[src/shared/hbs_pkg.sv]
// Constants, types and register map of the H-bridge mode controller.
// Assumes one 200 MHz clock and an AXI4-Lite register bus.
`default_nettype none
package hbs_pkg;

	// ******************************
	// Register map
	// ******************************
	localparam int               ADDR_W       = 5;
	localparam logic [4:0]       OFS_CTRL     = 5'h00;
	localparam logic [4:0]       OFS_STATUS   = 5'h04;
	localparam logic [4:0]       OFS_IRQ_STS  = 5'h08;
	localparam logic [4:0]       OFS_IRQ_MASK = 5'h0c;
	localparam logic [1:0]       RESP_OKAY    = 2'h0;
	localparam logic [1:0]       RESP_SLVERR  = 2'h2;

	// Field positions
	localparam int               CTRL_SLEEP_BIT = 0;
	localparam int               IRQ_W          = 5;
	localparam int               IRQ_SLEEP      = 0;
	localparam int               IRQ_WAKE       = 1;
	localparam int               IRQ_UV         = 2;
	localparam int               IRQ_OC         = 3;
	localparam int               IRQ_OT         = 4;
	localparam int               STS_STATE_LSB  = 0;
	localparam int               STS_MODE_LSB   = 3;
	localparam int               STS_UV_BIT     = 5;
	localparam int               STS_OC_BIT     = 6;
	localparam int               STS_OT_BIT     = 7;
	localparam int               STS_PIN_BIT    = 8;
	localparam logic [IRQ_W-1:0] IRQ_MASK_RST   = 5'h00;

	// ******************************
	// Timing
	// ******************************
	localparam int unsigned CLK_MHZ       = 200;
	localparam int unsigned SLEEP_TIME_US = 1000;
	localparam int unsigned WAKE_TIME_US  = 50;
	localparam int unsigned RETRY_TIME_US = 1000;
	localparam int unsigned SLEEP_CYC     = SLEEP_TIME_US * CLK_MHZ;
	localparam int unsigned WAKE_CYC      = WAKE_TIME_US * CLK_MHZ;
	localparam int unsigned RETRY_CYC     = RETRY_TIME_US * CLK_MHZ;
	localparam int          TMR_W         = 24;

	// ******************************
	// Types
	// ******************************
	typedef enum logic [2:0] {
		HBS_ACTIVE = 3'b000,
		HBS_IDLE   = 3'b001,
		HBS_SLEEP  = 3'b010,
		HBS_WAKE   = 3'b011,
		HBS_FAULT  = 3'b100
	} hbs_state_t;

	typedef enum logic [1:0] {
		MODE_PWM  = 2'b00,
		MODE_PHEN = 2'b01,
		MODE_HALF = 2'b10
	} hbs_mode_t;

	typedef struct packed {
		logic out_a_high;
		logic out_a_low;
		logic out_b_high;
		logic out_b_low;
	} hbs_bridge_t;

	typedef struct packed {
		logic              wr;
		logic [ADDR_W-1:0] addr;
		logic [31:0]       data;
		logic [3:0]        strb;
	} hbs_regacc_t;

	typedef struct packed {
		logic              aw_got;
		logic              w_got;
		logic [ADDR_W-1:0] awaddr;
		logic [31:0]       wdata;
		logic [3:0]        wstrb;
		logic              bvalid;
		logic [1:0]        bresp;
		logic              rvalid;
		logic [1:0]        rresp;
		logic [31:0]       rdata;
		logic              wr_fire;
	} hbs_axs_st_t;

	// Mapped word address check
	function automatic logic hbs_addr_ok(input logic [ADDR_W-1:0] a);
		return (a == OFS_CTRL) || (a == OFS_STATUS) ||
			(a == OFS_IRQ_STS) || (a == OFS_IRQ_MASK);
	endfunction : hbs_addr_ok

endpackage : hbs_pkg
`default_nettype wire

[src/core/hbs_timer.sv]
// Down counter giving a one-cycle done pulse after a loaded length.
// Assumes start is a one-cycle pulse; start reloads a running count.
`timescale 1ns/1ps
`default_nettype none
module hbs_timer #(
	parameter int W = 24
) (
	input  wire logic         clk,
	input  wire logic         sys_rst,
	input  wire logic         start,
	input  wire logic [W-1:0] len,
	output logic              done
);

	typedef struct packed {
		logic [W-1:0] cnt;
	} hbs_tmr_st_t;

	hbs_tmr_st_t s_r;
	hbs_tmr_st_t s_nxt;

	// Reload or count toward zero
	always_comb
	begin
		s_nxt = s_r;
		if (start)
			s_nxt.cnt = len;
		else if (s_r.cnt != '0)
			s_nxt.cnt = s_r.cnt - W'(1);
	end

	always_ff @(posedge clk or posedge sys_rst)
	begin
		if (sys_rst)
			s_r <= '0;
		else
			s_r <= s_nxt;
	end

	assign done = (s_r.cnt == W'(1)) && !start; // Last count reached

endmodule : hbs_timer
`default_nettype wire

[src/core/hbs_axil_slave.sv]
// AXI4-Lite slave front end: one write and one read at a time.
// Assumes read data is decoded combinationally from rd_addr.
`timescale 1ns/1ps
`default_nettype none
module hbs_axil_slave (
	input  wire logic                     clk,
	input  wire logic                     sys_rst,
	input  wire logic [hbs_pkg::ADDR_W-1:0] s_axil_awaddr,
	input  wire logic                     s_axil_awvalid,
	output logic                          s_axil_awready,
	input  wire logic [31:0]              s_axil_wdata,
	input  wire logic [3:0]               s_axil_wstrb,
	input  wire logic                     s_axil_wvalid,
	output logic                          s_axil_wready,
	output logic [1:0]                    s_axil_bresp,
	output logic                          s_axil_bvalid,
	input  wire logic                     s_axil_bready,
	input  wire logic [hbs_pkg::ADDR_W-1:0] s_axil_araddr,
	input  wire logic                     s_axil_arvalid,
	output logic                          s_axil_arready,
	output logic [31:0]                   s_axil_rdata,
	output logic [1:0]                    s_axil_rresp,
	output logic                          s_axil_rvalid,
	input  wire logic                     s_axil_rready,
	output hbs_pkg::hbs_regacc_t          wr,
	output logic [hbs_pkg::ADDR_W-1:0]    rd_addr,
	input  wire logic [31:0]              rd_data
);

	hbs_pkg::hbs_axs_st_t s_r;
	hbs_pkg::hbs_axs_st_t s_nxt;

	// Channel readies
	assign s_axil_awready = !s_r.aw_got && !s_r.bvalid;
	assign s_axil_wready  = !s_r.w_got && !s_r.bvalid;
	assign s_axil_arready = !s_r.rvalid;

	// Collect address and data in either order, then answer
	always_comb
	begin
		s_nxt = s_r;
		s_nxt.wr_fire = 1'b0;
		if (s_axil_awvalid && s_axil_awready)
		begin
			s_nxt.aw_got = 1'b1;
			s_nxt.awaddr = s_axil_awaddr;
		end
		if (s_axil_wvalid && s_axil_wready)
		begin
			s_nxt.w_got = 1'b1;
			s_nxt.wdata = s_axil_wdata;
			s_nxt.wstrb = s_axil_wstrb;
		end
		if (s_nxt.aw_got && s_nxt.w_got)
		begin
			s_nxt.aw_got  = 1'b0;
			s_nxt.w_got   = 1'b0;
			s_nxt.wr_fire = 1'b1;
			s_nxt.bvalid  = 1'b1;
			s_nxt.bresp   = hbs_pkg::hbs_addr_ok(s_nxt.awaddr) ?
				hbs_pkg::RESP_OKAY : hbs_pkg::RESP_SLVERR;
		end
		else if (s_r.bvalid && s_axil_bready)
			s_nxt.bvalid = 1'b0;
		if (s_axil_arvalid && s_axil_arready)
		begin
			s_nxt.rvalid = 1'b1;
			s_nxt.rdata  = rd_data;
			s_nxt.rresp  = hbs_pkg::hbs_addr_ok(s_axil_araddr) ?
				hbs_pkg::RESP_OKAY : hbs_pkg::RESP_SLVERR;
		end
		else if (s_r.rvalid && s_axil_rready)
			s_nxt.rvalid = 1'b0;
	end

	always_ff @(posedge clk or posedge sys_rst)
	begin
		if (sys_rst)
			s_r <= '0;
		else
			s_r <= s_nxt;
	end

	assign s_axil_bvalid = s_r.bvalid;
	assign s_axil_bresp  = s_r.bresp;
	assign s_axil_rvalid = s_r.rvalid;
	assign s_axil_rresp  = s_r.rresp;
	assign s_axil_rdata  = s_r.rdata;
	assign rd_addr       = s_axil_araddr;
	assign wr            = '{wr: s_r.wr_fire, addr: s_r.awaddr,
		data: s_r.wdata, strb: s_r.wstrb};

endmodule : hbs_axil_slave
`default_nettype wire

[src/core/hbs_mode_ctrl.sv]
// Operating-mode controller of an H-bridge driver: active, autosleep,
// pin sleep, wake qualification and latched fault handling.
// Assumes all pins synchronous to clk; fault pins come from comparators.
//
// Summary of operation
// - The bridge stays active until a sleep entry or fault occurs.
// - Pin sleep ends only after the sleep pin is high for t_wake.
// - Autosleep ends after the drive or enable inputs are high t_wake.
// - The pinned variant has pin and auto sleep; compact only auto.
// - PWM mode with both inputs low floats outputs, sleeps after t_sleep.
// - Phase/enable with enable low brakes for t_sleep, then sleeps.
// - A low sleep pin disables the outputs and sleeps at once.
// - Leaving a sleep pattern heads back to active via t_wake from sleep, at once from idle.
// - Pin wake needs the pin high t_wake and no autosleep pattern.
// - Any fault enters fault mode; recovery returns to active, or to sleep while pin sleep is asked.
// - Interface mode comes from the tri-level strap at power-up; the compact variant is fixed PWM.
// - After retry the switches follow the inputs; a new trip repeats.
// - Half-bridge mode has no autosleep; only the sleep pin or the CTRL sleep bit sleeps.
//
// Design decisions made here: the placing of the registers and the AXI4-Lite interface to the registers.
`timescale 1ns/1ps
`default_nettype none
module hbs_mode_ctrl #(
	parameter int unsigned SLEEP_CYC     = hbs_pkg::SLEEP_CYC,
	parameter int unsigned WAKE_CYC      = hbs_pkg::WAKE_CYC,
	parameter int unsigned RETRY_CYC     = hbs_pkg::RETRY_CYC,
	parameter bit          PINNED_SLEEP  = 1'b1
) (
	input  wire logic                       clk,
	input  wire logic                       sys_rst,
	// AXI4-Lite register port
	input  wire logic [hbs_pkg::ADDR_W-1:0] s_axil_awaddr,
	input  wire logic                       s_axil_awvalid,
	output logic                            s_axil_awready,
	input  wire logic [31:0]                s_axil_wdata,
	input  wire logic [3:0]                 s_axil_wstrb,
	input  wire logic                       s_axil_wvalid,
	output logic                            s_axil_wready,
	output logic [1:0]                      s_axil_bresp,
	output logic                            s_axil_bvalid,
	input  wire logic                       s_axil_bready,
	input  wire logic [hbs_pkg::ADDR_W-1:0] s_axil_araddr,
	input  wire logic                       s_axil_arvalid,
	output logic                            s_axil_arready,
	output logic [31:0]                     s_axil_rdata,
	output logic [1:0]                      s_axil_rresp,
	output logic                            s_axil_rvalid,
	input  wire logic                       s_axil_rready,
	// Logic input pins
	input  wire logic                       sleep_request_low,
	input  wire logic                       drive_input_a,
	input  wire logic                       drive_input_b,
	input  wire logic                       mode_strap_high,
	input  wire logic                       mode_strap_low,
	// Analog monitor indications
	input  wire logic                       supply_low_lockout,
	input  wire logic                       overcurrent_trip,
	input  wire logic                       thermal_trip,
	input  wire logic                       thermal_clear,
	// Power stage and status
	output hbs_pkg::hbs_bridge_t            bridge_drive,
	output logic                            charge_pump_en,
	output logic                            low_power_sleep,
	output logic                            irq
);

	// ******************************
	// Local types and signals
	// ******************************
	typedef struct packed {
		hbs_pkg::hbs_state_t       st;
		hbs_pkg::hbs_mode_t        mode;
		logic                      strap_done;
		logic                      oc_lat;
		logic                      ot_lat;
		logic                      uv_prev;
		logic                      sw_sleep;
		logic [hbs_pkg::IRQ_W-1:0] irq_sts;
		logic [hbs_pkg::IRQ_W-1:0] irq_mask;
		hbs_pkg::hbs_bridge_t      bridge;
		logic                      cp_en;
		logic                      lp;
		logic                      irq;
	} hbs_main_st_t;

	localparam hbs_main_st_t MAIN_RST = '{
		st:         hbs_pkg::HBS_SLEEP,
		mode:       hbs_pkg::MODE_PWM,
		strap_done: 1'b0,
		oc_lat:     1'b0,
		ot_lat:     1'b0,
		uv_prev:    1'b0,
		sw_sleep:   1'b0,
		irq_sts:    '0,
		irq_mask:   hbs_pkg::IRQ_MASK_RST,
		bridge:     '0,
		cp_en:      1'b0,
		lp:         1'b1,
		irq:        1'b0
	};

	hbs_main_st_t                   s_r;
	hbs_main_st_t                   s_nxt;
	hbs_pkg::hbs_regacc_t           wr;
	logic [hbs_pkg::ADDR_W-1:0]     rd_addr;
	logic [31:0]                    rd_data;
	logic                           pin_sleep;
	logic                           idle_pat;
	logic                           wake_cond;
	logic                           fault_any;
	logic                           oc_evt;
	logic                           ot_evt;
	logic                           uv_evt;
	logic                           sleep_start;
	logic                           wake_start;
	logic                           sleep_done;
	logic                           wake_done;
	logic                           retry_done;
	logic [hbs_pkg::IRQ_W-1:0]      irq_evt;

	// ******************************
	// Helper functions
	// ******************************

	// Bridge drive for the present inputs in each interface mode
	function automatic hbs_pkg::hbs_bridge_t drive_decode(
		input hbs_pkg::hbs_mode_t m,
		input logic               a,
		input logic               b
	);
		hbs_pkg::hbs_bridge_t d;
		d = '0;
		unique case (m)
			hbs_pkg::MODE_PWM:
				d = '{out_a_high: a && !b, out_a_low: b,
					out_b_high: b && !a, out_b_low: a};
			hbs_pkg::MODE_PHEN:
				d = '{out_a_high: b && a, out_a_low: !(b && a),
					out_b_high: b && !a, out_b_low: !(b && !a)};
			hbs_pkg::MODE_HALF:
				d = '{out_a_high: a, out_a_low: !a,
					out_b_high: b, out_b_low: !b};
			default:
				d = '0;
		endcase
		return d;
	endfunction : drive_decode

	// Tri-level strap: both low means floating
	function automatic hbs_pkg::hbs_mode_t strap_decode(
		input logic hi,
		input logic lo
	);
		if (hi && !lo)
			return hbs_pkg::MODE_PHEN;
		else if (!hi && !lo)
			return hbs_pkg::MODE_HALF;
		else
			return hbs_pkg::MODE_PWM;
	endfunction : strap_decode

	// ******************************
	// Register bus
	// ******************************
	hbs_axil_slave u_bus (
		.clk            (clk),
		.sys_rst        (sys_rst),
		.s_axil_awaddr  (s_axil_awaddr),
		.s_axil_awvalid (s_axil_awvalid),
		.s_axil_awready (s_axil_awready),
		.s_axil_wdata   (s_axil_wdata),
		.s_axil_wstrb   (s_axil_wstrb),
		.s_axil_wvalid  (s_axil_wvalid),
		.s_axil_wready  (s_axil_wready),
		.s_axil_bresp   (s_axil_bresp),
		.s_axil_bvalid  (s_axil_bvalid),
		.s_axil_bready  (s_axil_bready),
		.s_axil_araddr  (s_axil_araddr),
		.s_axil_arvalid (s_axil_arvalid),
		.s_axil_arready (s_axil_arready),
		.s_axil_rdata   (s_axil_rdata),
		.s_axil_rresp   (s_axil_rresp),
		.s_axil_rvalid  (s_axil_rvalid),
		.s_axil_rready  (s_axil_rready),
		.wr             (wr),
		.rd_addr        (rd_addr),
		.rd_data        (rd_data)
	);

	// Read mux; unmapped words read zero
	always_comb
	begin
		rd_data = '0;
		unique case (rd_addr)
			hbs_pkg::OFS_CTRL:
				rd_data[hbs_pkg::CTRL_SLEEP_BIT] = s_r.sw_sleep;
			hbs_pkg::OFS_STATUS:
			begin
				rd_data[hbs_pkg::STS_STATE_LSB +: 3] = s_r.st;
				rd_data[hbs_pkg::STS_MODE_LSB +: 2]  = s_r.mode;
				rd_data[hbs_pkg::STS_UV_BIT]         = supply_low_lockout;
				rd_data[hbs_pkg::STS_OC_BIT]         = s_r.oc_lat;
				rd_data[hbs_pkg::STS_OT_BIT]         = s_r.ot_lat;
				rd_data[hbs_pkg::STS_PIN_BIT]        = pin_sleep;
			end
			hbs_pkg::OFS_IRQ_STS:
				rd_data[hbs_pkg::IRQ_W-1:0] = s_r.irq_sts;
			hbs_pkg::OFS_IRQ_MASK:
				rd_data[hbs_pkg::IRQ_W-1:0] = s_r.irq_mask;
			default:
				rd_data = '0;
		endcase
	end

	// ******************************
	// Interval timers
	// ******************************
	hbs_timer #(.W(hbs_pkg::TMR_W)) u_sleep_tmr (
		.clk     (clk),
		.sys_rst (sys_rst),
		.start   (sleep_start),
		.len     (hbs_pkg::TMR_W'(SLEEP_CYC)),
		.done    (sleep_done)
	);

	hbs_timer #(.W(hbs_pkg::TMR_W)) u_wake_tmr (
		.clk     (clk),
		.sys_rst (sys_rst),
		.start   (wake_start),
		.len     (hbs_pkg::TMR_W'(WAKE_CYC)),
		.done    (wake_done)
	);

	hbs_timer #(.W(hbs_pkg::TMR_W)) u_retry_tmr (
		.clk     (clk),
		.sys_rst (sys_rst),
		.start   (oc_evt),
		.len     (hbs_pkg::TMR_W'(RETRY_CYC)),
		.done    (retry_done)
	);

	// ******************************
	// Pin patterns and fault detection
	// ******************************

	// Sleep pin exists only on the pinned variant
	assign pin_sleep = PINNED_SLEEP && (!sleep_request_low || s_r.sw_sleep);

	// Autosleep patterns per interface mode
	always_comb
	begin
		unique case (s_r.mode)
			hbs_pkg::MODE_PWM:
				idle_pat = !drive_input_a && !drive_input_b;
			hbs_pkg::MODE_PHEN:
				idle_pat = !drive_input_b;
			hbs_pkg::MODE_HALF:
				idle_pat = 1'b0;
			default:
				idle_pat = 1'b0;
		endcase
	end

	// Wake wants no sleep pattern at all
	assign wake_cond = !pin_sleep && !idle_pat;

	// Fault events and any-fault level
	assign oc_evt    = overcurrent_trip && !s_r.oc_lat;
	assign ot_evt    = thermal_trip && !s_r.ot_lat;
	assign uv_evt    = supply_low_lockout && !s_r.uv_prev;
	assign fault_any = supply_low_lockout || s_r.oc_lat || oc_evt ||
		s_r.ot_lat || thermal_trip;

	// Timer starts on state entry
	assign sleep_start = s_r.strap_done && !fault_any && !pin_sleep &&
		idle_pat && (s_r.st == hbs_pkg::HBS_ACTIVE);
	assign wake_start = s_r.strap_done && !fault_any && wake_cond &&
		(s_r.st == hbs_pkg::HBS_SLEEP);

	// ******************************
	// Next state
	// ******************************
	always_comb
	begin
		s_nxt = s_r;
		irq_evt = '0;

		// Strap taken once, first cycle after reset
		if (!s_r.strap_done)
		begin
			s_nxt.strap_done = 1'b1;
			s_nxt.mode = PINNED_SLEEP ?
				strap_decode(mode_strap_high, mode_strap_low) :
				hbs_pkg::MODE_PWM;
		end

		// Fault latches
		s_nxt.uv_prev = supply_low_lockout;
		if (oc_evt)
			s_nxt.oc_lat = 1'b1;
		else if (retry_done)
			s_nxt.oc_lat = 1'b0;
		if (thermal_trip)
			s_nxt.ot_lat = 1'b1;
		else if (thermal_clear)
			s_nxt.ot_lat = 1'b0;

		// Mode state machine
		if (s_r.strap_done)
		begin
			if (fault_any)
				s_nxt.st = hbs_pkg::HBS_FAULT;
			else
			begin
				unique case (s_r.st)
					hbs_pkg::HBS_ACTIVE:
						if (pin_sleep)
							s_nxt.st = hbs_pkg::HBS_SLEEP;
						else if (idle_pat)
							s_nxt.st = hbs_pkg::HBS_IDLE;
					hbs_pkg::HBS_IDLE:
						if (pin_sleep)
							s_nxt.st = hbs_pkg::HBS_SLEEP;
						else if (!idle_pat)
							s_nxt.st = hbs_pkg::HBS_ACTIVE;
						else if (sleep_done)
							s_nxt.st = hbs_pkg::HBS_SLEEP;
					hbs_pkg::HBS_SLEEP:
						if (wake_cond)
							s_nxt.st = hbs_pkg::HBS_WAKE;
					hbs_pkg::HBS_WAKE:
						if (!wake_cond)
							s_nxt.st = hbs_pkg::HBS_SLEEP;
						else if (wake_done)
							s_nxt.st = hbs_pkg::HBS_ACTIVE;
					hbs_pkg::HBS_FAULT:
						if (pin_sleep)
							s_nxt.st = hbs_pkg::HBS_SLEEP;
						else
							s_nxt.st = hbs_pkg::HBS_ACTIVE;
					default:
						s_nxt.st = hbs_pkg::HBS_SLEEP;
				endcase
			end
		end

		// Outputs for the coming state
		unique case (s_nxt.st)
			hbs_pkg::HBS_ACTIVE:
				s_nxt.bridge = drive_decode(s_nxt.mode,
					drive_input_a, drive_input_b);
			hbs_pkg::HBS_IDLE:
				s_nxt.bridge = (s_nxt.mode == hbs_pkg::MODE_PHEN) ?
					'{out_a_high: 1'b0, out_a_low: 1'b1,
					out_b_high: 1'b0, out_b_low: 1'b1} : '0;
			default:
				s_nxt.bridge = '0;
		endcase
		s_nxt.lp    = (s_nxt.st == hbs_pkg::HBS_SLEEP);
		s_nxt.cp_en = !s_nxt.lp && !supply_low_lockout;

		// Interrupt events
		irq_evt[hbs_pkg::IRQ_SLEEP] = (s_nxt.st == hbs_pkg::HBS_SLEEP) &&
			(s_r.st != hbs_pkg::HBS_SLEEP);
		irq_evt[hbs_pkg::IRQ_WAKE] = (s_nxt.st == hbs_pkg::HBS_ACTIVE) &&
			(s_r.st == hbs_pkg::HBS_WAKE);
		irq_evt[hbs_pkg::IRQ_UV] = uv_evt;
		irq_evt[hbs_pkg::IRQ_OC] = oc_evt;
		irq_evt[hbs_pkg::IRQ_OT] = ot_evt;

		// Register writes, low byte lane only
		if (wr.wr && wr.strb[0])
		begin
			unique case (wr.addr)
				hbs_pkg::OFS_CTRL:
					s_nxt.sw_sleep = wr.data[hbs_pkg::CTRL_SLEEP_BIT];
				hbs_pkg::OFS_IRQ_STS:
					s_nxt.irq_sts = s_r.irq_sts &
						~wr.data[hbs_pkg::IRQ_W-1:0];
				hbs_pkg::OFS_IRQ_MASK:
					s_nxt.irq_mask = wr.data[hbs_pkg::IRQ_W-1:0];
				default:
					s_nxt.irq_mask = s_r.irq_mask;
			endcase
		end

		// New events win over a clear in the same cycle
		s_nxt.irq_sts = s_nxt.irq_sts | irq_evt;
		s_nxt.irq = |(s_nxt.irq_sts & s_nxt.irq_mask);
	end

	// ******************************
	// State register
	// ******************************
	always_ff @(posedge clk or posedge sys_rst)
	begin
		if (sys_rst)
			s_r <= MAIN_RST;
		else
			s_r <= s_nxt;
	end

	// Registered outputs
	assign bridge_drive    = s_r.bridge;
	assign charge_pump_en  = s_r.cp_en;
	assign low_power_sleep = s_r.lp;
	assign irq             = s_r.irq;

endmodule : hbs_mode_ctrl
`default_nettype wire

[config.mk]
export PLATFORM = sky130hd
export DESIGN_NAME = hbs_mode_ctrl
export DESIGN_NICKNAME = d
export VERILOG_FILES = /design/src/shared/hbs_pkg.sv /design/src/core/hbs_timer.sv /design/src/core/hbs_axil_slave.sv /design/src/core/hbs_mode_ctrl.sv
export SDC_FILE = /design/constraint.sdc
export NUM_CORES = 1
export LEC_CHECK = 0
export BUFFER_PORTS_ARGS = -buffer_cell sky130_fd_sc_hd__buf_2
export CAP_MARGIN = 25
export CORE_ASPECT_RATIO = 0.9
export CORE_MARGIN = 2
export CORE_UTILIZATION = 51
export DETAILED_ROUTE_END_ITERATION = 6
export PLACE_DENSITY = 0.76
export SLEW_MARGIN = 10
export SYNTH_ARGS = -nofsm -noshare
export SYNTH_HDL_FRONTEND = slang
export SYNTH_SLANG_ARGS = --single-unit
[constraint.sdc]
create_clock -name clk -period 3.8 [get_ports clk]
set_clock_uncertainty 0.2 [all_clocks]
set_input_delay 0.19 -clock clk [delete_from_list [all_inputs] [get_ports clk]]
set_output_delay 0.19 -clock clk [all_outputs]
set_load 0.01 [all_outputs]
======== Word level (Yosys, flattened, before mapping) ========
Cells that the tools add are included.
cells by class
  add/sub/neg operators ................... 3
  equality and inequality tests ........... 21
  multiplexer cells ....................... 46
  bitwise gates (word level) .............. 4
  reductions and logical operators ........ 83
operators by type and width
  operator               count
  $mux 24                6
  $eq 24x1->1 const B    3
  $reduce_bool 24->1     3
  $sub 24x1->24 const B  3
  $mux 3                 12
  $logic_and 1x1->1      31
  $eq 5x4->1 const B     6
  $pmux 4 s3             2
  $logic_not 1->1        22
  $logic_not 5->1        3
  $mux 5                 3
  $pmux 3 s5             1
  $reduce_bool 2->1      7
  $mux 2                 6
  $logic_or 1x1->1       11
  $mux 1                 11
  $and 5x5->5            2
  $eq 5x3->1 const B     2
  $mux 10                1
  $eq 3x2->1 const B     3
  $pmux 4 s2             1
  $eq 3x1->1 const B     2
  $logic_not 3->1        2
  $not 5->5              1
  11 further kinds       13
storage, ports and cells
  register bits ........................... 128
  input bits .............................. 62
  word-level logic and storage cells ...... 187

======== Logic depth before layout (Yosys ltp) ========
  word-level depth ........................ 23
  gate-level depth with buffers ........... 8
  mapped depth without buffers ............ 8

======== Cells and area by module ========
From an unflattened synthesis, not the netlist that was laid out.
second synthesis, totals
  cells, all modules ...................... 949
  area, all modules ....................... 10,064.7 µm²
by module, submodules not included
  module                       times used  cells each  area each (µm²)  sequential area each (µm²)
  hbs_axil_slave               1           274         3,812.4          2,001.9
  hbs_timer (u_sleep_tmr ...)  2           162         1,511.4          600.6
  hbs_mode_ctrl                1           187         1,722.9          678.2
  hbs_timer (u_retry_tmr)      1           164         1,506.4          600.6

======== Least setup slack after synthesis ========
No wires, ideal clock.
  kind .................................... reg2reg
  from .................................... reg u_bus.s_r (netlist bit u_bus.wr[40])
  to ...................................... reg s_r (netlist bit irq)
  setup time .............................. 0.120 ns
  arrival time ............................ 2.239 ns
  data required time ...................... 3.480 ns
  setup slack ............................. 1.241 ns
  stages on the path, launching flop included .. 8
  buffers on the path ..................... 1
  period minus slack after synthesis ...... 2.559 ns
  path through ............................ dfrtp_1 -> nor3b_1 -> and4_1 -> buf_2 -> mux2i_1 -> o221ai_1 -> a311o_1 -> a31o_2
RTL lines
  item                    line                  RTL
  start, declared         hbs_axil_slave.sv:30  hbs_pkg::hbs_axs_st_t s_r;
  start signal, assigned  hbs_axil_slave.sv:81  s_r <= s_nxt;
  end signal, assigned    hbs_mode_ctrl.sv:400  s_r <= s_nxt;
  end, declared           hbs_mode_ctrl.sv:102  hbs_main_st_t s_r;

==> flow_summary.yaml <==
status:
  run_status: "complete, no violations"
setup_path:
  critical_path_buf_inv_count: 0
  cp.arrival_ns: 2.98
  critPathCaptureType: "register"
  crit_family: "simple AND/OR/NAND/NOR gates"
  crit_path_max_fanout: 6
  cp_cell_sequence: "or4_1, nor4_2, a311oi_1, a211oi_2, a2bb2oi_1, o32ai_1"
  crit_required_ns: 3.88
  rr_startpoint: "u_wake_tmr.s_r[8]"
  critical_path.slowest_cell: "or4_1"
  crit_path_max_incr_delay_ns: 0.65
  timing.critical_path.from_type: "register"
  criticalPathCategory: "register to register"
  critPathLaunch: "u_wake_tmr.s_r[8]"
finish:
  area_growth_syn_to_layout_pct: 19.1
  layout.cells.non_filler: 944
  antennaDiodeCount: 0
  final_area_um2: 7990
  drive_gt1_share_pct: 18.2
  final_net_count: 837
  fillers: 1020
  finish.utilization_pct: 62.5
clock_tree:
  cts-htree-levels: 4
  numCtsBuffers: 17
  clkSinkCount: 126
  cts_root_buffer: "clkbuf_16"
  post-cts-setup-buffers: 0
  clock_path_buffers: 2
  clk_latency_ns: 0.42
  cts.clk_slew.worst_paths_ns: 0.06
  cts_tree: "built"
drt:
  routed_via_density: 5.67
  ant_nets: 0
  via_count: 5348
  dr.first_iter.drc_count: 492
  postRouteWirelength_mm: 14.9
  firstDrtPassIters: 5
  drc_errors: 0
  drt-wirelength-per-cell_um: 15.8
grt:
  grt_pass1_wl_mm: 25.2
  track_usage_pct: 22.1
  vias_in_the_first_global_route: 5310
  maximum_number_of_pins_on_one_net_before_global_route_repair: 79
  grt-ovfl-total: 0
  initial_antenna_violation_count: 0
power:
  power.share.sequential_pct: 39.2
  cell_internal_pwr_mw: 3.21
  total_power_mw: 4.33
  power.ir.vdd_worst_mv: 0.350
  leakagePower_nw: 3.19
  p_comb_share_pct: 14.7
  clkPwrFrac_pct: 46.2
  power_density_nw_per_um2: 541
  power_switching_mw: 1.12
  switching_power_share_of_the_total_pct: 25.9
placement:
  buffer_ports.inserted: 54
  place_inst: 885
  detailedPlacementHpwl_mm: 9.73
  placedInstanceArea_um2: 6980
  placement.setup.worst_slack_ns: 1.00
  gpl.final_weighted_congestion: 0.872
sta:
  post-route-worst-setup-slack_ns: 0.898
  worstMarginPinSlew_ns: 0.910
  rsz_0062_raised_after_global_routing: "false"
  slew_violations: 0
  whs_ns: 0.0295
  setup-violations-final: 0
  min_period_over_period_pct: 76.4
  timing.fmax_mhz: 345
  finalCriticalPeriod_ns: 2.90
  totalNegativeSetupSlack_ns: 0
  timing.final.hold_violations: 0
  slew-limit-headroom_pct: 39.0
run:
  cap_violations: 0
synth:
  mappedNetlistArea_um2: 6710
  synthArstFlopShare_pct: 100
  synth_ff_type: "dfrtp_1"
  synthMuxAreaShare_pct: 3.45
  yosysWarningCount: 0
  postSynthAreaPerCell_um2: 9.66
  synth.ff_latch_count: 126
  ys_seq_area_share_pct: 47.0
  synth_edf_count: 0
  synth_fa_ha_area_share_pct: 1.49
  synth_compound_area_share_pct: 9.28
  synth_top_family_by_area: "simple AND/OR/NAND/NOR gates"
  post_synth_cell_types: 68
  netlist_instances: 695
  post_synth_simple_gate_area_pct: 24.1
  synthXorXnorAreaFrac_pct: 6.92
die:
  chipWidth_um: 125
  core_area_um2: 12800
  die_h_um: 113
  die_area_um2: 14100
  num_io_pins: 110
  start_util_pct: 52.5
  rows: 39
min_path:
  hp-start: "overcurrent_trip"
  timing.hold.worst.class: "input pin to register"
cells in the final DEF, fill, tap and decap left out, drive strengths merged, types with 15 or more instances in the layout:
cell         synthesis  final
or4                 17     17
inv                 32     34
nand3               21     21
xnor2               25     25
o21ai               31     31
mux2                15     15
conb                 2     26
nor4                25     25
nor2                76     76
clkbuf              16     18
dfrtp              124    124
dlygate4sd3          0     26
xor2                28     28
nand2               50     50
buf                 46     65
nor3                28     28
a21oi               21     21
path summary, 6_finish.rpt:
kind,end,slack [ns],cells after the start
min in group asynchronous,u_retry_tmr.s_r[12],0.06,3
setup reg to reg,bridge_drive[2],0.90,6
hold reg to reg,u_bus.s_axil_rdata[3],0.28,2
setup / recovery,bridge_drive[2],0.90,6
max in group asynchronous,u_bus.s_axil_rdata[0],2.48,5
hold / removal,s_r[20],0.03,3
per-layer routing:
metal / wire length (µm) / vias to the layer above / share of wire [%] / global-route usage (%)
li1: - / 2532 / - / -
met1: 6680 / 2635 / 45 / 28.3
met2: 7410 / 151 / 50 / 36.4
met4: 230 / 0 / 1.5 / 8.81
met5: 0 / - / 0 / 0
met3: 626 / 30 / 4.2 / 5.34
power by group through the flow:
stage               clock network [mW]  registers [mW]  logic (mW)
floorplan                            0            1.67       0.472
detailed placement                   0            1.71       0.596
finish                            2.00            1.69       0.634
CTS                               2.02            1.69       0.623
global placement                     0            1.70       0.572
global route                      2.09            1.72       0.705
sequential cells by signal (all words and copies together), names as in the netlist:
| register | flops |
|---|---|
| bridge_drive | 4 |
| charge_pump_en | 1 |
| irq | 1 |
| low_power_sleep | 1 |
| s_r | 20 |
| u_bus.s_axil_bresp | 1 |
| u_bus.s_axil_bvalid | 1 |
| u_bus.s_axil_rdata | 9 |
| u_bus.s_axil_rresp | 1 |
| u_bus.s_axil_rvalid | 1 |
| u_bus.s_r | 2 |
| u_bus.wr | 12 |
| u_retry_tmr.s_r | 24 |
| u_sleep_tmr.s_r | 24 |
| u_wake_tmr.s_r | 24 |
synth_stat cells (3+ instances only):
master	count	share of area [%]
buf_4	40	4.5
or4_4	3	0.50
nand2_1	49	2.7
and2_1	4	0.37
nand4_1	10	0.93
nand3b_1	4	0.45
ha_1	8	1.5
clkbuf_1	16	0.89
mux2i_1	4	0.60
dfrtp_1	124	46
xnor2_1	25	3.3
o31ai_1	3	0.34
o21ai_0	31	2.3
nor3b_1	3	0.34
or2_2	5	0.47
inv_1	32	1.8
nand3_1	19	1.4
xor2_1	28	3.7
a22oi_1	6	0.67
nand4b_1	6	0.78
a31oi_1	4	0.37
a22o_1	4	0.52
or4_1	14	1.6
nand2b_1	10	0.93
nor4_1	22	2.1
mux2_2	15	2.5
or3_1	12	1.1
nor2_1	76	4.3
or2_1	3	0.28
buf_2	6	0.45
nor2b_1	14	1.3
a311oi_1	3	0.39
nor3_1	27	2.0
a21oi_1	21	1.6
layout make-up:
type                            count  area [µm²]  share of cell area (%)
Clock buffer                       18         439                    5.49
Clock inverter                     14         285                    3.57
Inverter                           32         123                    1.53
Multi-Input combinational cell    499        3150                    39.4
Sequential cell                   126        3160                    39.5
Tap cell                          164         205                    2.57
Timing Repair Buffer               91         633                    7.92
cells by family after synthesis:
| logic type | count (synthesis) |
|---|---|
| xor gates and xnor gates | 53 |
| DFF | 126 |
| and+or+nand+nor | 297 |
| buffers and inverters | 94 |
| adders and majority gates | 8 |
| other | 2 |
| AOI/OAI and AO/OA | 95 |
| muxes | 20 |
timing repair:
| item | in CTS | in global routing |
|---|---|---|
| hold buffers | 26 | 0 |
| hold endpoints to repair | 102 | 0 |
| resized for setup | 0 | 0 |
| setup endpoints to repair | 0 | 0 |
worst min-delay path: stages:
cell     delay (ns)
buf_2          0.12
nor2_1         0.11
a41oi_1        0.18
(Power assumes the default switching activity.)
